## config.mk

```make
export PLATFORM = sky130hd
export DESIGN_NAME = flt_logger
export DESIGN_NICKNAME = d
export VERILOG_FILES = /design/src/hw/flt_pkg.sv /design/src/hw/flt_mon_if.sv /design/src/hw/flt_mon_decode.sv /design/src/hw/flt_logger.sv
export VERILOG_INCLUDE_DIRS = /design/src /design/src/hw
export SDC_FILE = /design/constraint.sdc
export NUM_CORES = 1
export LEC_CHECK = 0
export BUFFER_PORTS_ARGS = -buffer_cell sky130_fd_sc_hd__buf_4
export CELL_PAD_IN_SITES_DETAIL_PLACEMENT = 0
export CELL_PAD_IN_SITES_GLOBAL_PLACEMENT = 1
export CORE_ASPECT_RATIO = 0.7
export CORE_MARGIN = 4
export CORE_UTILIZATION = 38
export DETAILED_ROUTE_END_ITERATION = 7
export PLACE_DENSITY = 0.75
export SLEW_MARGIN = 25
export SYNTH_ARGS = -nofsm -noshare
export SYNTH_HDL_FRONTEND = slang
export SYNTH_SLANG_ARGS = --single-unit
```

## constraint.sdc

```tcl
create_clock -name ref_clk_i -period 1.9 [get_ports ref_clk_i]
set_input_delay 0.38 -clock ref_clk_i [delete_from_list [all_inputs] [get_ports ref_clk_i]]
set_output_delay 0.38 -clock ref_clk_i [all_outputs]
set_load 0.01 [all_outputs]
```

## src/hw/flt_consts.svh

```systemverilog
`ifndef FLT_CONSTS_SVH
`define FLT_CONSTS_SVH

// ----------------------------------------
// monitor status codes
// ----------------------------------------
`define FLT_MON_UNDER    2'h0
`define FLT_MON_OVER     2'h1
`define FLT_MON_INVALID  2'h2
`define FLT_MON_GOOD     2'h3

// ----------------------------------------
// flash page flag
// ----------------------------------------
`define FLT_FLAG_OFFSET  8'h00
`define FLT_FLAG_EMPTY   8'hff
`define FLT_FLAG_WRITTEN 8'hc3

// ----------------------------------------
// limits and timing
// ----------------------------------------
`define FLT_RECORD_LIMIT 8'hfa
`define FLT_DUMP_PERIODS 4'hd
`define FLT_INIT_STEPS   2'h2

`endif

```

## src/hw/flt_pkg.sv

```systemverilog
package flt_pkg;

	typedef enum logic [6:0] {
		SEQ_INIT0  = 7'h01,
		SEQ_INIT1  = 7'h02,
		SEQ_PWRUP  = 7'h04,
		SEQ_NOP    = 7'h08,
		SEQ_WATCH  = 7'h10,
		SEQ_DUMP   = 7'h20,
		SEQ_REARM  = 7'h40
	} flt_seq_t;

	typedef enum logic [4:0] {
		SCAN_START = 5'h01,
		SCAN_REQ   = 5'h02,
		SCAN_WAIT  = 5'h04,
		SCAN_READY = 5'h08,
		SCAN_FULL  = 5'h10
	} flt_scan_t;

endpackage

```

## src/hw/flt_mon_if.sv

```systemverilog
`timescale 1ns/1ps

interface flt_mon_if;
	logic [1:0] status_a;
	logic [1:0] status_b;
	logic       both_good;
	logic       any_out;
	logic       both_low;

	modport decoder
	(
		input  status_a,
		input  status_b,
		output both_good,
		output any_out,
		output both_low
	);

	modport user
	(
		output status_a,
		output status_b,
		input  both_good,
		input  any_out,
		input  both_low
	);
endinterface

```

## src/hw/flt_mon_decode.sv

```systemverilog
`timescale 1ns/1ps
`include "flt_consts.svh"

module flt_mon_decode
(
	flt_mon_if.decoder mon
);

	// ----------------------------------------
	// window decode of both trigger monitors
	// ----------------------------------------
	// window mode: lower trip 1.5 V, upper 2.5 V, set in the analog section
	always_comb
	begin
		mon.both_good = (mon.status_a == `FLT_MON_GOOD) &&
			(mon.status_b == `FLT_MON_GOOD);
		// an invalid code also counts as outside the window
		mon.any_out = !mon.both_good;
		mon.both_low = (mon.status_a == `FLT_MON_UNDER) &&
			(mon.status_b == `FLT_MON_UNDER);
	end

endmodule

```

## src/hw/flt_logger.sv

```systemverilog
// Operation
// - first two sequencer steps make outputs safe, dump request held high.
// - wait for supplies to be normal before fault checking.
// - both monitors in window is healthy; either outside declares fault.
// - trigger monitors are window comparators with lower and upper trips.
// - after a declared fault the next step drives dump request low.
// - while dump request low, status is shifted out on three lines.
// - after dump wait for both monitors below lower trip, then restart.
// - monitor code 00 under, 11 good, 01 over, 10 invalid.
// - at start-up or reset read flag byte at offset zero of page.
// - page holding a fault advances page counter by one and rechecks.
// - scan until an empty page; next record goes there, others kept.
// - erase notice low resets page counter to page zero.
// - flag 0xff means empty page, 0xc3 means written record.
// - at most 250 records; then memory full and no more writes.
// - capture samples status lines on falling edge, 13 clock periods.
`timescale 1ns/1ps
`include "flt_consts.svh"

module flt_logger
(
	input  wire logic       ref_clk_i,
	input  wire logic       rstn_i,
	input  wire logic       clk_en_i,
	input  wire logic [1:0] trigger_monitor_a_i,
	input  wire logic [1:0] trigger_monitor_b_i,
	input  wire logic       supplies_ok_i,
	input  wire logic [2:0] dump_status_i,
	input  wire logic       log_erase_notice_n_i,
	input  wire logic       record_done_i,
	input  wire logic       flag_ack_i,
	input  wire logic [7:0] flag_data_i,
	output logic            outputs_safe_o,
	output logic            fault_record_trigger_n_o,
	output logic            status_line_0_o,
	output logic            status_line_1_o,
	output logic            status_line_2_o,
	output logic            flag_req_o,
	output logic [7:0]      flag_page_o,
	output logic [7:0]      flag_offset_o,
	output logic            page_ready_o,
	output logic            log_memory_full_o
);

	// ----------------------------------------
	// pin synchronisers
	// ----------------------------------------
	// monitor codes and erase notice come from outside this clock domain
	logic [5:0] pin_s1_q;
	logic [5:0] pin_s1_d;
	logic [5:0] pin_s2_q;
	logic [5:0] pin_s2_d;

	always_comb
	begin
		pin_s1_d = {log_erase_notice_n_i, supplies_ok_i,
			trigger_monitor_b_i, trigger_monitor_a_i};
		pin_s2_d = pin_s1_q;
	end

	always_ff @(posedge ref_clk_i or negedge rstn_i)
	begin
		if (!rstn_i)
		begin
			pin_s1_q <= 6'h20;
			pin_s2_q <= 6'h20;
		end
		else if (clk_en_i)
		begin
			pin_s1_q <= pin_s1_d;
			pin_s2_q <= pin_s2_d;
		end
	end

	logic erase_n;
	logic sup_ok;
	assign erase_n = pin_s2_q[5];
	assign sup_ok  = pin_s2_q[4];

	flt_mon_if mon ();
	assign mon.status_a = pin_s2_q[1:0];
	assign mon.status_b = pin_s2_q[3:2];

	flt_mon_decode u_decode
	(
		.mon (mon)
	);

	// ----------------------------------------
	// main sequence
	// ----------------------------------------
	flt_pkg::flt_seq_t seq_q;
	flt_pkg::flt_seq_t seq_d;
	logic              trig_n_q;
	logic              trig_n_d;
	logic              safe_q;
	logic              safe_d;
	logic [3:0]        dump_cnt_q;
	logic [3:0]        dump_cnt_d;

	always_comb
	begin
		seq_d      = seq_q;
		trig_n_d   = trig_n_q;
		safe_d     = safe_q;
		dump_cnt_d = dump_cnt_q;
		case (seq_q)
			flt_pkg::SEQ_INIT0:
			begin
				safe_d   = 1'b1;
				trig_n_d = 1'b1;
				seq_d    = flt_pkg::SEQ_INIT1;
			end
			flt_pkg::SEQ_INIT1:
			begin
				safe_d   = 1'b1;
				trig_n_d = 1'b1;
				seq_d    = flt_pkg::SEQ_PWRUP;
			end
			flt_pkg::SEQ_PWRUP:
			begin
				// no checking while rails still ramp
				if (sup_ok)
				begin
					safe_d = 1'b0;
					seq_d  = flt_pkg::SEQ_NOP;
				end
			end
			flt_pkg::SEQ_NOP:
				seq_d = flt_pkg::SEQ_WATCH;
			flt_pkg::SEQ_WATCH:
			begin
				if (mon.any_out)
					seq_d = flt_pkg::SEQ_DUMP;
			end
			flt_pkg::SEQ_DUMP:
			begin
				trig_n_d   = 1'b0;
				dump_cnt_d = dump_cnt_q + 4'h1;
				// hold the request for the whole 13-period shift-out
				if (dump_cnt_q == `FLT_DUMP_PERIODS)
				begin
					trig_n_d   = 1'b1;
					dump_cnt_d = 4'h0;
					seq_d      = flt_pkg::SEQ_REARM;
				end
			end
			flt_pkg::SEQ_REARM:
			begin
				// one record per event: both must drop out first
				if (mon.both_low)
					seq_d = flt_pkg::SEQ_INIT0;
			end
			default:
			begin
				seq_d    = flt_pkg::SEQ_INIT0;
				trig_n_d = 1'b1;
			end
		endcase
	end

	always_ff @(posedge ref_clk_i or negedge rstn_i)
	begin
		if (!rstn_i)
		begin
			seq_q      <= flt_pkg::SEQ_INIT0;
			trig_n_q   <= 1'b1;
			safe_q     <= 1'b1;
			dump_cnt_q <= 4'h0;
		end
		else if (clk_en_i)
		begin
			seq_q      <= seq_d;
			trig_n_q   <= trig_n_d;
			safe_q     <= safe_d;
			dump_cnt_q <= dump_cnt_d;
		end
	end

	// ----------------------------------------
	// status serialiser
	// ----------------------------------------
	// the source lines are same-domain logic, so no synchroniser here
	logic [2:0] stat_q;
	logic [2:0] stat_d;

	always_comb
	begin
		stat_d = trig_n_q ? 3'h0 : dump_status_i;
	end

	always_ff @(posedge ref_clk_i or negedge rstn_i)
	begin
		if (!rstn_i)
			stat_q <= 3'h0;
		else if (clk_en_i)
			stat_q <= stat_d;
	end

	assign status_line_0_o          = stat_q[0];
	assign status_line_1_o          = stat_q[1];
	assign status_line_2_o          = stat_q[2];
	assign fault_record_trigger_n_o = trig_n_q;
	assign outputs_safe_o           = safe_q;

	// ----------------------------------------
	// page scan
	// ----------------------------------------
	flt_pkg::flt_scan_t scan_q;
	flt_pkg::flt_scan_t scan_d;
	logic [7:0]         page_q;
	logic [7:0]         page_d;
	logic               full_q;
	logic               full_d;

	always_comb
	begin
		scan_d = scan_q;
		page_d = page_q;
		full_d = full_q;
		case (scan_q)
			flt_pkg::SCAN_START:
				scan_d = flt_pkg::SCAN_REQ;
			flt_pkg::SCAN_REQ:
				scan_d = flt_pkg::SCAN_WAIT;
			flt_pkg::SCAN_WAIT:
			begin
				if (flag_ack_i)
				begin
					if (flag_data_i == `FLT_FLAG_EMPTY)
						scan_d = flt_pkg::SCAN_READY;
					else if (page_q == `FLT_RECORD_LIMIT - 8'h1)
					begin
						// no wrap: old records must survive
						full_d = 1'b1;
						scan_d = flt_pkg::SCAN_FULL;
					end
					else
					begin
						// 0xc3 or any non-empty byte is taken as used
						page_d = page_q + 8'h1;
						scan_d = flt_pkg::SCAN_REQ;
					end
				end
			end
			flt_pkg::SCAN_READY:
			begin
				if (record_done_i)
				begin
					if (page_q == `FLT_RECORD_LIMIT - 8'h1)
					begin
						full_d = 1'b1;
						scan_d = flt_pkg::SCAN_FULL;
					end
					else
						page_d = page_q + 8'h1;
				end
			end
			flt_pkg::SCAN_FULL:
				full_d = 1'b1;
			default:
				scan_d = flt_pkg::SCAN_START;
		endcase
		// erase notice overrides everything; controller pulses it on erase
		if (!erase_n)
		begin
			page_d = 8'h0;
			full_d = 1'b0;
			scan_d = flt_pkg::SCAN_READY;
		end
	end

	always_ff @(posedge ref_clk_i or negedge rstn_i)
	begin
		if (!rstn_i)
		begin
			scan_q <= flt_pkg::SCAN_START;
			page_q <= 8'h0;
			full_q <= 1'b0;
		end
		else if (clk_en_i)
		begin
			scan_q <= scan_d;
			page_q <= page_d;
			full_q <= full_d;
		end
	end

	assign flag_req_o        = (scan_q == flt_pkg::SCAN_REQ);
	assign flag_page_o       = page_q;
	assign flag_offset_o     = `FLT_FLAG_OFFSET;
	assign page_ready_o      = (scan_q == flt_pkg::SCAN_READY);
	assign log_memory_full_o = full_q;

endmodule

```

==> qor.csv <==
metric,value,unit
CTS tree,done,
Slew headroom,0.6457,
share of layout cells above drive strength 1,0.4221,
Post-Syn Area per Cell,10.38,µm²
crit-path cells,"or3_1, nor2_2, buf_4",
Post-route DRC,0,
fmax,540.9,MHz
CP required,1520,ps
CP endpoint kind,primary output,
most frequent cells in the layout,"buf_4, dfrtp_1, mux2_2, nand2_1, o21ai_0",
Max-Cap Viols,0,
synth warn,0,
first-pass GRT wire length,9604,µm
gr usage total,0.1651,
worst reg2reg endpoint,flag_page_o[0],
critical path class,flop to primary output,
fin nets,331,
final design instance area without fill,3166,µm²
r2r setup slk,60,ps
hold buffer count at CTS,0,
Slowest Stage Delay on Critical Path,460,ps
R2R Path Start,scan_q[3],
setup_tns,0,ps
clock-pin slew on the worst setup and hold paths,90,ps
Worst Skew,7.736,ps
internal power,2123,µW
library cells used by synthesis,55,
transition time of the tightest slew-check pin,531.4,ps
worst reg-to-reg path cell count,5,
Pwr per Cell Area,1042,nW/µm²
minimum clock period,1849,ps
CTS sink cnt,42,
post-DP HPWL,4543,µm
Worst Path Arrival,1470,ps
via count,2032,
crit share post-route,0.9730,
CTS Buf Count,5,
CTS max path bufs,2,
final hold vios,0,
"most common cell after layout, fill and taps aside",buf_4,
mapped cell area,2356,µm²
Worst-Skew Late Latency,300,ps
pre-CTS WS,7.629,ps
Final Worst Setup Slack,51.23,ps
core box area,5871,µm²
Placer Congestion,0.9334,
standby leakage power,0.001464,µW
gr ovfl total,0,
Seq cells post-synth,42,
Die X,102.1,µm
root buf cell,clkbuf_8,
Comb pwr share,0.423,
cell row count,23,
Die ar.,7544,µm²
I/O pin cnt,46,
Total Wirelength,6053,µm
vias in the first global route,1828,
Cells after Synth,227,
status,completed,
area delta synth->final,34.36,%
"Top FF cell, synth",dfrtp_1,
Min Hold Slack,45.11,ps
Final Max Slew Viols,0,
largest net degree at the start of global routing,43,
post-route ant nets,0,
sw frac,0.3565,
htree depth,2,
1st-iter DRT viols,154,
"Seq/Total Area, Yosys",0.4493,
"Cell Area, Placed",2945,µm²
worst IR drop on VDD,0.5053,mV
ys async rst share,1.000,
vias per cell,5.305,
IO Port Bufs,37,
area of the multi-input gates,1242,µm²
initial core utilization,0.4013,
unrepaired setup endpoints after global routing,yes,
slowest CP cell,or3_1,
# diodes,0,
Pre-antenna DRT Iters,4,
number of synthesized flops with an enable pin,0,
die height,73.88,µm
initial antenna violation count,0,
HP Class,input port to asynchronous set/reset pin,
fill cell count,519,
net load switching power,1176,µW
FF+latch area,1059,µm²
Sequential Power Share,0.358,
power share of the clock group,0.219,
routed length per instance,15.80,µm
Worst Setup Start Kind,flop,
endpoints failing setup,0,
Max Fanout on Critical Path,4,
-- synth_stat cells (3+ instances only) --
master	count	area, µm²
a21o_1	3	22.52
a21oi_1	7	35.03
a31oi_1	4	25.02
and3_1	4	25.02
buf_4	8	60.06
clkbuf_1	7	26.28
dfrtp_1	36	900.9
dfstp_2	6	157.7
inv_1	7	26.28
mux2_2	15	168.9
mux2_4	3	45.04
mux2i_1	4	40.04
nand2_1	13	48.80
nand2b_1	6	37.54
nand3_1	9	45.04
nand3b_1	3	22.52
nand4_1	5	31.28
nand4b_1	3	26.28
nor2_1	11	41.29
nor3_1	5	25.02
nor4_1	6	37.54
o21ai_0	10	50.05
o2bb2ai_1	4	35.03
or3_1	5	31.28
xor2_1	3	26.28
-- sequential cells by signal, indices dropped and copies added, names as in the netlist, 3 cells and up --
name,cells
pin_s1_q,6
pin_s2_q,6
scan_q,5
seq_q,7
flag_page_o,8
dump_cnt_q,4
stat_q,3
-- routing by layer --
metal	routed length [µm]	vias up	track usage
met5	0	-	0
met4	41	0	0.03930
met3	431	4	0.03131
met2	2427	65	0.2109
met1	3152	964	0.2751
li1	-	999	-
-- layout make-up --
class,instances,area share
clock buffers,5,0.02174
inverters,8,0.009486
clock inverters,3,0.01423
flip-flops and latches,42,0.3344
repair buffers,83,0.1980
multi-input cells,167,0.3925
well taps,75,0.02964
-- power by group through the flow --
stage | Sequential, µW | Combinational [µW] | Clock [µW]
final | 1180 | 1400 | 721
after global routing | 1200 | 1530 | 777
after CTS | 1180 | 1310 | 740
after detailed placement | 1190 | 1290 | 0
after global placement | 1190 | 1280 | 0
after floorplan | 1240 | 703 | 0
-- worst max-delay path, delay by kind of cell (launching register included) --
kind | cells | cell delay [ps]
flip-flops | 1 | 400
AND/OR/NAND/NOR | 2 | 630
buffers and inverters | 1 | 140
-- how the worst max path moves through the flow --
| stage | end | from | cells past startpoint | slack (ps) |
|---|---|---|---|---|
| 3_3_place_gp | scan_q[3] | scan_q[1] | 5 | 60 |
| 4_1_cts | flag_req_o | scan_q[2] | 5 | 20 |
| 2_1_floorplan | dump_cnt_q[1] | seq_q[0] | 5 | 9 |
| 3_5_place_dp | scan_q[1] | scan_q[1] | 5 | 8 |
| 5_1_grt | scan_q[4] | flag_page_o[1] | 8 | -40 |
| 6_report | page_ready_o | scan_q[1] | 3 | 50 |
-- timing repair --
item	in CTS	in global routing
gates resized for setup	0	12
pin swaps	1	6
endpoints found under the hold margin	0	0
endpoints found under the setup margin	3	14
buffers inserted	2	5
-- metrics by stage --
stage | std cells | util | total power (µW)
after global routing | 383 | 0.5392 | 3512
after CTS | 378 | 0.5237 | 3225
after detailed placement | 368 | 0.5017 | 2484
final | 383 | 0.5392 | 3299
after global placement | 368 | 0.5017 | 2474
after floorplan | 234 | - | 1944
-- kinds of logic (layout without fill, tap and decap cells) --
kind of cell,count (synthesis),after routing,share of synthesized area
flip-flops,42,42,0.4493
AO/OA/AOI/OAI,52,52,0.1604
multiplexers,22,22,0.1078
buffers and inverters,25,99,0.05895
AND/OR/NAND/NOR,78,78,0.1928
other,1,8,0.001592
adder cells (fa/ha/maj),2,2,0.01062
XOR/XNOR,5,5,0.01859
Note: power is estimated with default switching activity, not from simulation.
